## config.mk

```make
export PLATFORM = sky130hd
export DESIGN_NAME = ddc_slave_channel_control
export DESIGN_NICKNAME = d
export VERILOG_FILES = /design/src/ddc_pkg.sv /design/src/ddc_slave_channel_control.sv
export SDC_FILE = /design/constraint.sdc
export NUM_CORES = 1
export LEC_CHECK = 0
export BUFFER_PORTS_ARGS = -buffer_cell sky130_fd_sc_hd__buf_2
export CAP_MARGIN = 30
export CORE_ASPECT_RATIO = 1.5
export CORE_MARGIN = 1
export CORE_UTILIZATION = 35
export DETAILED_ROUTE_END_ITERATION = 16
export PLACE_DENSITY = 0.64
export SYNTH_ARGS = -nofsm -noshare
export SYNTH_HDL_FRONTEND = slang
export SYNTH_SLANG_ARGS = --single-unit
export TNS_END_PERCENT = 5
```

## constraint.sdc

```tcl
create_clock -name clk_in -period 3.3 [get_ports clk_in]
set_input_delay 0.33 -clock clk_in [delete_from_list [all_inputs] [get_ports clk_in]]
set_output_delay 0.33 -clock clk_in [all_outputs]
set_load 0.01 [all_outputs]
```

## src/ddc_pkg.sv

```systemverilog
// Purpose: constants for the display data channel slave control block
// Assumes: register index times four gives the AXI4-Lite byte address
// Notes: bit positions follow the control and status layouts
package ddc_pkg;
    localparam int ADDR_W = 8;
    localparam logic [5:0] IDX_MODE = 6'h05;
    localparam logic [5:0] IDX_IRQ_MASK = 6'h0f;
    localparam logic [5:0] IDX_IRQ_STAT = 6'h10;
    localparam logic [5:0] IDX_SLV_ADDR = 6'h13;
    localparam logic [5:0] IDX_DATA = 6'h14;
    localparam logic [5:0] IDX_STATUS = 6'h15;

    // mode control fields
    localparam int MODE_SEL_BIT = 0;
    localparam logic [7:0] MODE_RST = 8'h07;
    // status control fields
    localparam int ST_START_BIT = 5;
    localparam int ST_STOP_BIT = 4;
    localparam int ST_DISABLE_BIT = 3;
    localparam int ST_TX_BIT = 2;
    localparam int ST_RECEIVED_ACK_FLAG_BIT = 1;
    localparam logic ST_DISABLE_RST = 1'b1;
    // interrupt fields, shared by status and mask
    localparam int IRQ_CLK_LOW_BIT = 5;
    localparam int IRQ_BYTE_BIT = 4;
    localparam int IRQ_ADDR_BIT = 3;
    localparam logic [7:0] IRQ_IMPL = 8'h38;

    localparam logic [7:0] SLV_ADDR_RST = 8'hff;
    localparam logic [7:0] DATA_RST = 8'h00;
    localparam logic [7:0] DEFAULT_SLV_ADDR = 8'ha0;
    localparam logic [3:0] BITS_PER_BYTE = 4'h8;

    localparam logic [1:0] RESP_OKAY = 2'b00;
    localparam logic [1:0] RESP_SLVERR = 2'b10;

    typedef enum logic [6:0] {
        LINK_IDLE = 7'h01,
        LINK_RECV = 7'h02,
        LINK_ACK = 7'h04,
        LINK_HOLD = 7'h08,
        LINK_SEND = 7'h10,
        LINK_GETACK = 7'h20,
        LINK_IGNORE = 7'h40
    } link_state_t;
endpackage

```

## src/ddc_slave_channel_control.sv

```systemverilog
// Purpose: display data channel slave control, AXI4-Lite registers
// Assumes: clk_in 10 MHz; scl and sda sampled on clk_in
// Notes: open-drain pins; oe_n low means the pin is pulled low
// Function
// [RULE1] mode bit one selects DDC1, zero selects DDC2B
// [RULE2] mode bit comes out of reset in its DDC1 state
// [RULE3] hardware clears the mode bit when moving into DDC2B
// [RULE4] programmed slave address match raises address-match interrupt
// [RULE5] data register is the one byte buffer both ways
// [RULE6] clearing channel disable activates the channel; set keeps it idle
// [RULE7] when active, shared port pins become serial data and clock
// [RULE8] software sets transmit select to one for master reads
// [RULE9] each byte shifted out raises the byte-complete interrupt
// [RULE10] received-ack flag records the master's acknowledge of sent byte
// [RULE11] software steers DDC2B with clock-low, match and byte interrupts
// [RULE12] fixed default address also matches; mismatch ignores the transfer
// [RULE13] byte-complete on ninth clock falling edge, then clock held low
// [RULE14] data register write during the hold releases the clock
// [RULE15] start and stop flags set on detection, held until cleared
// [RULE16] disabled channel leaves pins as port pins, neither drives nor samples
module ddc_slave_channel_control
    import ddc_pkg::*;
(
    input wire logic clk_in,
    input wire logic sys_rst_in,
    input wire logic [ADDR_W-1:0] s_axi_awaddr_in,
    input wire logic s_axi_awvalid_in,
    output logic s_axi_awready_out,
    input wire logic [31:0] s_axi_wdata_in,
    input wire logic [3:0] s_axi_wstrb_in,
    input wire logic s_axi_wvalid_in,
    output logic s_axi_wready_out,
    output logic [1:0] s_axi_bresp_out,
    output logic s_axi_bvalid_out,
    input wire logic s_axi_bready_in,
    input wire logic [ADDR_W-1:0] s_axi_araddr_in,
    input wire logic s_axi_arvalid_in,
    output logic s_axi_arready_out,
    output logic [31:0] s_axi_rdata_out,
    output logic [1:0] s_axi_rresp_out,
    output logic s_axi_rvalid_out,
    input wire logic s_axi_rready_in,
    input wire logic port_data_drive_low_in,
    input wire logic port_clock_drive_low_in,
    input wire logic shared_pin_data_in,
    output logic shared_pin_data_out,
    output logic shared_pin_data_oe_n_out,
    input wire logic shared_pin_clock_in,
    output logic shared_pin_clock_out,
    output logic shared_pin_clock_oe_n_out,
    output logic irq_out
);
    logic [ADDR_W-1:0] aw_addr_q;
    logic [7:0] w_data_q;
    logic w_lane0_q, aw_have_q, w_have_q, wr_fire, wr_mapped, rd_mapped;
    logic [5:0] wr_idx, rd_idx;
    logic [7:0] rd_val;

    logic [7:0] mode_aux_q, slv_addr_q, data_q, shift_q, irq_stat_q;
    logic [7:0] irq_mask_q;
    logic mode_sel_q, channel_disable_q, tx_sel_q, received_ack_flag_q;
    logic start_flag_q, stop_flag_q;

    logic [2:0] scl_sync_q;
    logic [2:0] sda_sync_q;
    logic scl_rise;
    logic scl_fall;
    logic start_det;
    logic stop_det;
    logic active;
    link_state_t state_q;
    logic [3:0] bit_cnt_q;
    logic addr_phase_q;
    logic sda_low_q;
    logic scl_low_q;
    logic data_wr;
    logic addr_hit;
    logic byte_done_ev;
    logic addr_ev;
    logic clk_low_ev;

    // write side: address and data taken in either order
    assign wr_fire = aw_have_q && w_have_q && !s_axi_bvalid_out;
    assign wr_idx = aw_addr_q[7:2];
    assign data_wr = wr_fire && w_lane0_q && wr_idx == IDX_DATA;
    always_comb begin
        case (wr_idx)
            IDX_MODE, IDX_IRQ_MASK, IDX_IRQ_STAT, IDX_SLV_ADDR, IDX_DATA,
            IDX_STATUS: wr_mapped = 1'b1;
            default: wr_mapped = 1'b0;
        endcase
    end

    always_ff @(posedge clk_in) begin
        if (sys_rst_in) begin
            aw_have_q <= 1'b0;
            w_have_q <= 1'b0;
            aw_addr_q <= '0;
            w_data_q <= '0;
            w_lane0_q <= 1'b0;
            s_axi_awready_out <= 1'b0;
            s_axi_wready_out <= 1'b0;
            s_axi_bvalid_out <= 1'b0;
            s_axi_bresp_out <= RESP_OKAY;
        end else begin
            s_axi_awready_out <= !aw_have_q && !s_axi_awready_out;
            s_axi_wready_out <= !w_have_q && !s_axi_wready_out;
            if (s_axi_awvalid_in && s_axi_awready_out) begin
                aw_have_q <= 1'b1;
                aw_addr_q <= s_axi_awaddr_in;
                s_axi_awready_out <= 1'b0;
            end
            if (s_axi_wvalid_in && s_axi_wready_out) begin
                w_have_q <= 1'b1;
                w_data_q <= s_axi_wdata_in[7:0];
                w_lane0_q <= s_axi_wstrb_in[0];
                s_axi_wready_out <= 1'b0;
            end
            if (wr_fire) begin
                s_axi_bvalid_out <= 1'b1;
                s_axi_bresp_out <= wr_mapped ? RESP_OKAY : RESP_SLVERR;
            end
            if (s_axi_bvalid_out && s_axi_bready_in) begin
                s_axi_bvalid_out <= 1'b0;
                aw_have_q <= 1'b0;
                w_have_q <= 1'b0;
            end
        end
    end

    // read side
    assign rd_idx = s_axi_araddr_in[7:2];
    always_comb begin
        rd_val = 8'h00;
        rd_mapped = 1'b1;
        case (rd_idx)
            IDX_MODE: rd_val = {mode_aux_q[7:1], mode_sel_q};
            IDX_IRQ_MASK: rd_val = irq_mask_q;
            IDX_IRQ_STAT: rd_val = irq_stat_q;
            IDX_SLV_ADDR: rd_val = slv_addr_q;
            IDX_DATA: rd_val = data_q; // RULE5
            IDX_STATUS: begin
                rd_val[ST_START_BIT] = start_flag_q;
                rd_val[ST_STOP_BIT] = stop_flag_q;
                rd_val[ST_DISABLE_BIT] = channel_disable_q;
                rd_val[ST_TX_BIT] = tx_sel_q;
                rd_val[ST_RECEIVED_ACK_FLAG_BIT] = received_ack_flag_q; // RULE10
            end
            default: rd_mapped = 1'b0;
        endcase
    end

    always_ff @(posedge clk_in) begin
        if (sys_rst_in) begin
            s_axi_arready_out <= 1'b0;
            s_axi_rvalid_out <= 1'b0;
            s_axi_rdata_out <= '0;
            s_axi_rresp_out <= RESP_OKAY;
        end else begin
            s_axi_arready_out <= !s_axi_rvalid_out && !s_axi_arready_out;
            if (s_axi_arvalid_in && s_axi_arready_out) begin
                s_axi_arready_out <= 1'b0;
                s_axi_rvalid_out <= 1'b1;
                s_axi_rdata_out <= {24'h000000, rd_val};
                s_axi_rresp_out <= rd_mapped ? RESP_OKAY : RESP_SLVERR;
            end else if (s_axi_rvalid_out && s_axi_rready_in) begin
                s_axi_rvalid_out <= 1'b0;
            end
        end
    end

    // pin synchronisers; stage 0 feeds only stage 1
    always_ff @(posedge clk_in) begin
        if (sys_rst_in) begin
            scl_sync_q <= 3'b111;
            sda_sync_q <= 3'b111;
        end else begin
            scl_sync_q <= {scl_sync_q[1:0], shared_pin_clock_in};
            sda_sync_q <= {sda_sync_q[1:0], shared_pin_data_in};
        end
    end

    assign active = !channel_disable_q; // RULE6
    assign scl_rise = active && scl_sync_q[1] && !scl_sync_q[2]; // RULE16
    assign scl_fall = active && !scl_sync_q[1] && scl_sync_q[2];
    assign start_det = active && scl_sync_q[1] && scl_sync_q[2]
        && !sda_sync_q[1] && sda_sync_q[2];
    assign stop_det = active && scl_sync_q[1] && scl_sync_q[2]
        && sda_sync_q[1] && !sda_sync_q[2];
    assign addr_hit = shift_q[7:1] == slv_addr_q[7:1] // RULE4
        || shift_q[7:1] == DEFAULT_SLV_ADDR[7:1]; // RULE12

    // link engine
    always_ff @(posedge clk_in) begin
        if (sys_rst_in) begin
            state_q <= LINK_IDLE;
            bit_cnt_q <= '0;
            addr_phase_q <= 1'b0;
            shift_q <= '0;
            sda_low_q <= 1'b0;
            scl_low_q <= 1'b0;
            received_ack_flag_q <= 1'b0;
            byte_done_ev <= 1'b0;
            addr_ev <= 1'b0;
        end else begin
            byte_done_ev <= 1'b0;
            addr_ev <= 1'b0;
            if (!active) begin
                state_q <= LINK_IDLE;
                sda_low_q <= 1'b0;
                scl_low_q <= 1'b0;
            end else if (start_det) begin
                state_q <= LINK_RECV;
                bit_cnt_q <= '0;
                addr_phase_q <= 1'b1;
                sda_low_q <= 1'b0;
                scl_low_q <= 1'b0;
            end else if (stop_det) begin
                state_q <= LINK_IDLE;
                sda_low_q <= 1'b0;
            end else begin
                case (state_q)
                    LINK_RECV: begin
                        if (scl_rise) begin
                            shift_q <= {shift_q[6:0], sda_sync_q[1]};
                            bit_cnt_q <= bit_cnt_q + 4'h1;
                        end else if (scl_fall && bit_cnt_q == BITS_PER_BYTE)
                        begin
                            if (!addr_phase_q || addr_hit) begin
                                sda_low_q <= 1'b1;
                                addr_ev <= addr_phase_q; // RULE4
                                state_q <= LINK_ACK;
                            end else begin
                                state_q <= LINK_IGNORE; // RULE12
                            end
                        end
                    end
                    LINK_ACK: begin
                        if (scl_fall) begin
                            sda_low_q <= 1'b0;
                            scl_low_q <= 1'b1; // RULE13
                            byte_done_ev <= 1'b1; // RULE13
                            addr_phase_q <= 1'b0;
                            state_q <= LINK_HOLD;
                        end
                    end
                    LINK_HOLD: begin
                        if (data_wr) begin
                            scl_low_q <= tx_sel_q; // RULE14
                            bit_cnt_q <= '0;
                            if (tx_sel_q) begin // RULE8
                                shift_q <= w_data_q;
                                sda_low_q <= !w_data_q[7];
                                state_q <= LINK_SEND;
                            end else begin
                                state_q <= LINK_RECV;
                            end
                        end
                    end
                    LINK_SEND: begin
                        // the first bit gets a cycle of setup on sda
                        scl_low_q <= 1'b0; // RULE14
                        if (scl_fall) begin
                            bit_cnt_q <= bit_cnt_q + 4'h1;
                            shift_q <= {shift_q[6:0], 1'b1};
                            if (bit_cnt_q == BITS_PER_BYTE - 4'h1) begin
                                sda_low_q <= 1'b0;
                                state_q <= LINK_GETACK;
                            end else begin
                                sda_low_q <= !shift_q[6];
                            end
                        end
                    end
                    LINK_GETACK: begin
                        if (scl_rise) begin
                            received_ack_flag_q <= sda_sync_q[1]; // RULE10
                        end else if (scl_fall) begin
                            scl_low_q <= 1'b1; // RULE13
                            byte_done_ev <= 1'b1; // RULE9
                            state_q <= LINK_HOLD;
                        end
                    end
                    LINK_IDLE, LINK_IGNORE: begin
                        sda_low_q <= 1'b0;
                    end
                    default: state_q <= LINK_IDLE;
                endcase
            end
        end
    end

    assign clk_low_ev = scl_fall && !mode_sel_q;

    // software registers; hardware sets win over clears
    always_ff @(posedge clk_in) begin
        if (sys_rst_in) begin
            mode_sel_q <= MODE_RST[MODE_SEL_BIT]; // RULE2
            mode_aux_q <= MODE_RST;
            slv_addr_q <= SLV_ADDR_RST;
            data_q <= DATA_RST;
            channel_disable_q <= ST_DISABLE_RST;
            tx_sel_q <= 1'b0;
            start_flag_q <= 1'b0;
            stop_flag_q <= 1'b0;
            irq_stat_q <= '0;
            irq_mask_q <= '0;
        end else begin
            if (wr_fire && w_lane0_q) begin
                case (wr_idx)
                    IDX_MODE: begin
                        mode_sel_q <= w_data_q[MODE_SEL_BIT]; // RULE1
                        mode_aux_q <= w_data_q;
                    end
                    IDX_IRQ_MASK: irq_mask_q <= w_data_q & IRQ_IMPL;
                    IDX_IRQ_STAT: irq_stat_q <= irq_stat_q & ~w_data_q;
                    IDX_SLV_ADDR: slv_addr_q <= w_data_q;
                    IDX_DATA: data_q <= w_data_q; // RULE5
                    IDX_STATUS: begin
                        channel_disable_q <= w_data_q[ST_DISABLE_BIT];
                        tx_sel_q <= w_data_q[ST_TX_BIT]; // RULE8
                        if (w_data_q[ST_START_BIT])
                            start_flag_q <= 1'b0;
                        if (w_data_q[ST_STOP_BIT])
                            stop_flag_q <= 1'b0;
                    end
                    default: ;
                endcase
            end
            if (start_det) begin
                start_flag_q <= 1'b1; // RULE15
                mode_sel_q <= 1'b0; // RULE3
            end
            if (stop_det)
                stop_flag_q <= 1'b1; // RULE15
            if (state_q == LINK_RECV && scl_fall
                    && bit_cnt_q == BITS_PER_BYTE)
                data_q <= shift_q; // RULE5
            // RULE11
            if (addr_ev)
                irq_stat_q[IRQ_ADDR_BIT] <= 1'b1;
            if (byte_done_ev)
                irq_stat_q[IRQ_BYTE_BIT] <= 1'b1;
            if (clk_low_ev)
                irq_stat_q[IRQ_CLK_LOW_BIT] <= 1'b1;
        end
    end

    // pin drivers: port function while disabled
    always_ff @(posedge clk_in) begin
        if (sys_rst_in) begin
            shared_pin_data_out <= 1'b0;
            shared_pin_clock_out <= 1'b0;
            shared_pin_data_oe_n_out <= 1'b1;
            shared_pin_clock_oe_n_out <= 1'b1;
            irq_out <= 1'b0;
        end else begin
            shared_pin_data_out <= 1'b0;
            shared_pin_clock_out <= 1'b0;
            if (active) begin
                shared_pin_data_oe_n_out <= !sda_low_q; // RULE7
                shared_pin_clock_oe_n_out <= !scl_low_q; // RULE7
            end else begin
                shared_pin_data_oe_n_out <= !port_data_drive_low_in; // RULE16
                shared_pin_clock_oe_n_out <= !port_clock_drive_low_in;
            end
            irq_out <= |(irq_stat_q & irq_mask_q);
        end
    end
endmodule

```

==> results.txt, run 1 <==
The run finished with clean final reports. For the initial core utilization, the log shows 0.357. TritonCTS built the clock tree. The count of H-tree levels built during CTS was 3; the number of buffer cells added on primary ports was 49.

Wires add up to 12800 microns. Based on the critical path, the design can be clocked at up to 350 MHz. Between clock sinks in the finished design, the worst skew comes to 0.00880 ns. The fraction of synthesized cell area taken by the top area cell type is 0.423, and the wire length of the first global-routing pass is 20600 microns.

At the pin with the least slew margin, the transition time is 0.861 ns. After clock tree synthesis, the clock-pin slew on the worst setup and hold paths is 0.07 ns. The first detailed-routing pass ran for 7 iterations. The minimum clock period was 2.85 ns. A synthesized cell averages 8.61 sq um.

Once the clock tree was built, the setup fixing pass inserted 0 buffers. The synthesized design contains 105 register bits. The core region is 13900 sq um. The number of nets in the finished design is 680, and the post-synthesis to final-layout area growth is 11.9%. The tools report the worst endpoint required time as 3.58 ns.

The run gives 2 as the number of buffers on the longest clock path. The detail route stage leaves a number of antenna-violating nets equal to 0. After detailed routing, the number of vias per cell comes to 5.46. Setup repair after global routing left no endpoint under its margin.

The total track usage is 0.178. The number of antenna violations at the first check in global routing was 0; the quantity of gates resized following cts was 0. The total power divided by cell area was 450 nW/um^2.

109 I/O pins were placed. Along the worst path, the maximum fanout reaches 16. For the number of endpoints with negative hold slack in the final report, the log shows 0.

In this run, synthesis inferred 0 flip-flops with an integrated enable. Most used flip-flop cell after synthesis: sky130_fd_sc_hd__dfxtp_1. The worst setup slack after placement is 0.501 ns. The die is 99.3 microns wide. Of all cell types, the one taking the most synthesized area is sky130_fd_sc_hd__dfxtp_1. The tree is rooted in a sky130_fd_sc_hd__clkbuf_16. The tools report the CTS buffer count as 9. The synthesized area was 4970 sq um; the remaining design rule violation count was 0. The die boundary height was 148 microns; the hold buffer count at cts was 0.

CTS sink count: 105. The count of inserted antenna diode cells is 0. The via count of the first global-routing pass was 4155; the routability congestion estimate from global placement was 0.864.

The final-report max-slew violation count is 0, and the total half-perimeter wirelength after legalization and detailed placement is 9510 microns. The die covers 14700 sq um. For the worst-case headroom to the max-slew limit, the log shows 0.426. Start-to-end type of the worst setup path: reg2reg. Final routed wire length divided by cell count: 16.3 microns.

The tools report the summed area of non-filler cells in the final layout as 5560 sq um. Synthesized instance count: 577. Yosys printed 0 warnings. Sort of element at the start of the critical path: a flip-flop. Counting instances in the post-synthesis netlist gives the leading cell types as sky130_fd_sc_hd__dfxtp_1, sky130_fd_sc_hd__nand2_1, sky130_fd_sc_hd__nor2_1.

Setup violations remaining at the end of the flow were counted as 0. Setup total negative slack on the finished layout was measured at 0 ns. IR analysis of the VDD net gives a maximum drop of 305 uV.

The proportion of register bits with asynchronous set or reset after synthesis is 0. The worst setup path is captured at a flip-flop. In this run, the number of DRC markers left after iteration 0 of detailed routing was 283.

The tool flagged a number of max-cap violations equal to 0. The leading cell type by number of instances after synthesis is sky130_fd_sc_hd__dfxtp_1. Worst hold-check path type: in2reg. Part of the cycle the worst path needs: 0.865. Counting distinct cell types in the post-synthesis netlist gives 63. The logs give 0.445 ns for the least setup slack across all paths after layout and 0.00213 uW for the leakage power summed over all cells. The ratio of cells with drive above 1 in the final layout is 0.158, and the later-pin clock latency in the skew report is 0.34 ns. The floorplan has 53 rows. The count of vias placed by the detailed router came out at 4289. Data on the critical path arrives at its endpoint at 3.13 ns. The run gives 0 as the leftover overflow at the end of global routing. Yosys attributes the largest share of cell area to sky130_fd_sc_hd__dfxtp_1, sky130_fd_sc_hd__nand2_1, sky130_fd_sc_hd__nor2_1.

Entering global routing, the biggest net connects 53 pins. In this run the cell area measured after placement is 5260 sq um. The tools report the proportion of synthesized chip area in sequential cells as 0.423.
## registers in the layout, indices dropped and copies added, names as in the netlist, 3 cells and up
| register | count |
|---|---|
| aw_addr_q | 6 |
| bit_cnt_q | 4 |
| data_q | 8 |
| irq_mask_q | 3 |
| irq_stat_q | 8 |
| mode_aux_q | 7 |
| s_axi_rdata_out | 8 |
| scl_sync_q | 3 |
| sda_sync_q | 3 |
| shift_q | 8 |
| slv_addr_q | 8 |
| state_q | 7 |
| w_data_q | 8 |
## path summary, 6_finish.rpt
path	slack (ns)	cells after the start	end	from
setup / recovery	0.45	6	shift_q[0]	state_q[4]
hold / removal	0.18	2	sda_sync_q[0]	shared_pin_data_in
setup reg to reg	0.45	6	shift_q[0]	state_q[4]
hold reg to reg	0.41	1	scl_sync_q[1]	scl_sync_q[0]
## power breakdown
part / total [uW] / switching [uW] / internal (uW)
Sequential: 1320 / 29.2 / 1290
Combinational: 120 / 74.8 / 45.1
Clock: 1060 / 473 / 588
## worst max-delay path, cell delays in order, from the launching register on
cell and delay [ns]:
sky130_fd_sc_hd__dfxtp_1 0.52, sky130_fd_sc_hd__nor4_2 0.15, sky130_fd_sc_hd__and3_1 0.38, sky130_fd_sc_hd__a2111o_1 0.54
sky130_fd_sc_hd__nor4_4 0.77, sky130_fd_sc_hd__o221ai_1 0.26, sky130_fd_sc_hd__a21oi_1 0.17
## layer usage
layer	track usage	share of wire
met5	0	0
met3	0.0284	0.033
met2	0.326	0.54
met1	0.197	0.39
met4	0.0897	0.035
## cell usage in the layout, fill, tap and decap left out, drive strengths merged, types with 12 or more instances in the layout
| master | count |
|---|---|
| a311oi | 12 |
| nor2 | 69 |
| buf | 61 |
| conb | 28 |
| a21oi | 37 |
| nand3 | 13 |
| mux2i | 24 |
| nor4 | 13 |
| nand2 | 71 |
| inv | 12 |
| dfxtp | 105 |
## per-stage QoR
step            util  instances  hold slack, ns  total power (uW)
2_1_floorplan      -        604           0.389              1440
3_3_place_gp   0.378        769           0.406              1470
3_5_place_dp   0.378        769           0.394              1470
4_1_cts        0.399        785           0.167              2520
5_1_grt        0.399        785           0.167              2590
6_report       0.399        785           0.176              2500
## final cells by class
class,count,area (sq um)
clock buffer,9,225
clock inverter,7,70.1
fill,1407,8370
inverter,11,41.3
multi-input combinational,427,2580
sequential,105,2100
tap,165,206
timing repair buffer,61,335
## cell families after synthesis
logic type,share of synthesized area
buffers and inverters,0.0784
AND/OR/NAND/NOR,0.251
flip-flops,0.423
AO/OA/AOI/OAI,0.169
XOR/XNOR,0.0194
multiplexers,0.0529
adder cells (fa/ha/maj),0.00504
other,0.000755
Note: power is estimated with default switching activity, not from simulation.
==> run 2: changes to the inputs <==
- CORE_MARGIN: 1 -> 10
==> results.txt, run 2 (synthesis gave the netlist of run 1 again) <==
After global routing the overflow that remains totals 0. The run finished with clean final reports. Across all layers, the routed design uses 4326 vias.

Ratio of cells with drive above 1 in the final layout: 0.159. The part of the cycle the worst path needs is 0.844. In this run, post-CTS hold repair placed 0 buffers. Across the whole layout, storage elements account for 2100 sq um. The least setup slack across all paths after layout is 0.515 ns, and the delay contributed by the slowest stage of the critical path is 0.75 ns. For the endpoint arrival time on the critical path, the log shows 3.06 ns. After filler insertion, the fill cell instance count of the layout stands at 1438.

The count of maximum capacitance violations was 0; the area of the multi-input gates was 2580 sq um. The H-tree was split into 3 levels. 109 I/O pins were placed. Across the VDD grid, the largest voltage drop is 306 uV. Clock tree synthesis selected as its root buffer the cell sky130_fd_sc_hd__clkbuf_16.

The cell family with the largest share of critical-path delay is simple AND/OR/NAND/NOR gates. The worst endpoint required time is 3.58 ns. Static timing analysis puts the maximum clock frequency at 359 MHz. In this run the worst hold path is classified as in2reg. The first global-routing pass estimated 21600 microns of wire. In the layout the commonest cells are sky130_fd_sc_hd__dfxtp_1, sky130_fd_sc_hd__nand2_1, sky130_fd_sc_hd__nor2_1. The total negative slack for setup checks was 0 ns; the instance count after placement with tap cells included was 797. Routability-driven placement finished with a final weighted congestion of 0.865. The run gives 0 as the count of inserted antenna diode cells. The run gives 105 as the CTS sink count. The later pin in the worst-skew pair is clocked with a latency of 0.35 ns. The tools report the critical path capture point type as a flip-flop. The critical-path cell with the highest stage delay is sky130_fd_sc_hd__nor4_4.

After clock tree synthesis, the clock-pin slew on the worst setup and hold paths is 0.07 ns. The number of setup buffers added after CTS is 0. The tools report the number of antenna violations at the first check in global routing as 0.

The largest net degree at the start of global routing is 48, and the quantity of gates resized following cts is 0. The tools report the via count of the first global-routing pass as 4300. The count of nets left with antenna violations after detail routing is 0. Counting the buffers created by CTS gives 9. The DRC violation total after the first TritonRoute iteration was 279; the buffer and inverter count on the worst path was 0. The number of endpoints with negative hold slack in the final report was 0; the overall routed net length was 13500 microns. For the total track usage, the log shows 0.139.

The signal on the critical path passes through nor4_2, and3_1, a2111o_1, nor4_4, o221ai_1, a21oi_1. The die is 117 microns wide. In the final routed layout, each cell accounts on average for 16.6 microns. TritonCTS built the clock tree. On the final layout, the worst clock skew is 0.00529 ns. The highest net fanout along the worst path was 16.

The run gives 7 as the number of iterations in the first detailed-routing pass. Setup repair after global routing left no endpoint under its margin. Detailed placement finished with a half-perimeter wire length of 10200 microns. The worst path in the final design needs a cycle of 2.79 ns, including I/O delays and setup. The placeable core area is 14000 sq um. The initial core utilization was 0.355.

In this run the power density over the cells is 463 nW/um^2. The logs give 0.478 for the worst-case headroom to the max-slew limit and 0.00215 uW for the leakage power summed over all cells. The longest clock path from root to sink contains 2 buffers. At the end of the flow, the number of nets in the layout was 681. The utilization after layout is 0.402, and the area enclosed by the die boundary is 19500 sq um. The worst setup path is launched from a flip-flop. The worst setup path is of the reg2reg kind.

Leaving out fill and tap cells, the most frequent cell in the layout is sky130_fd_sc_hd__dfxtp_1. In the routed design, unresolved DRC markers number 0. The via density per instance came out at 5.32.

From bottom edge to top edge, the die measures 166 microns. The final-report max-slew violation count was 0. The transition time at the pin with the least slew margin was 0.777 ns.

The worst setup slack after placement is 0.541 ns. Row generation in the floorplan step produced 53 rows. The post-synthesis to final-layout area growth works out to 13.4%. The number of buffer cells added on primary ports was 49.

Final hold analysis gives a worst-case slack of 0.163 ns. Excluding fillers, the count of instances in the completed layout stands at 813. Setup violations remaining at the end of the flow were counted as 0.
-- run 2: report_power, final --
part / total, uW / leakage, uW / internal [uW] / switching, uW
Clock: 1170 / 0.000159 / 688 / 478
Combinational: 124 / 0.00114 / 45.9 / 78.5
Sequential: 1320 / 0.000851 / 1290 / 29.0
-- run 2: metal layers --
layer | vias up | part of all wire | global-route usage
met5 | - | 0 | 0
met4 | 0 | 0.027 | 0.0631
met3 | 27 | 0.047 | 0.0268
met2 | 127 | 0.55 | 0.259
met1 | 2082 | 0.38 | 0.142
li1 | 2090 | - | -
-- run 2: path summary, 6_finish.rpt --
path | start | endpoint | slack [ns] | cells past startpoint
setup / recovery | state_q[4] | shift_q[0] | 0.51 | 6
setup reg to reg | state_q[4] | shift_q[0] | 0.51 | 6
hold / removal | shared_pin_clock_in | scl_sync_q[0] | 0.16 | 2
hold reg to reg | scl_sync_q[0] | scl_sync_q[1] | 0.41 | 1
-- run 2: worst reg2reg max path: cells and delay by family (launching register included) --
kind,cells,cell delay [ns]
simple gates,3,1.26
flops,1,0.52
compound gates,3,0.93
-- run 2: area by class of cell --
| cell class | instances | share of cell area |
|---|---|---|
| Multi-Input combinational cell | 427 | 0.457 |
| Sequential cell | 105 | 0.373 |
| Timing Repair Buffer | 62 | 0.0609 |
| Tap cell | 192 | 0.0427 |
| Clock buffer | 10 | 0.0424 |
| Clock inverter | 6 | 0.0160 |
| Inverter | 11 | 0.00733 |
-- run 2: stage by stage --
step / instance area (sq um) / power [uW]
final: 5630 / 2610
after global placement: 5300 / 1470
after detailed placement: 5300 / 1470
after global routing: 5630 / 2700
after floorplan: 5070 / 1440
after CTS: 5630 / 2630
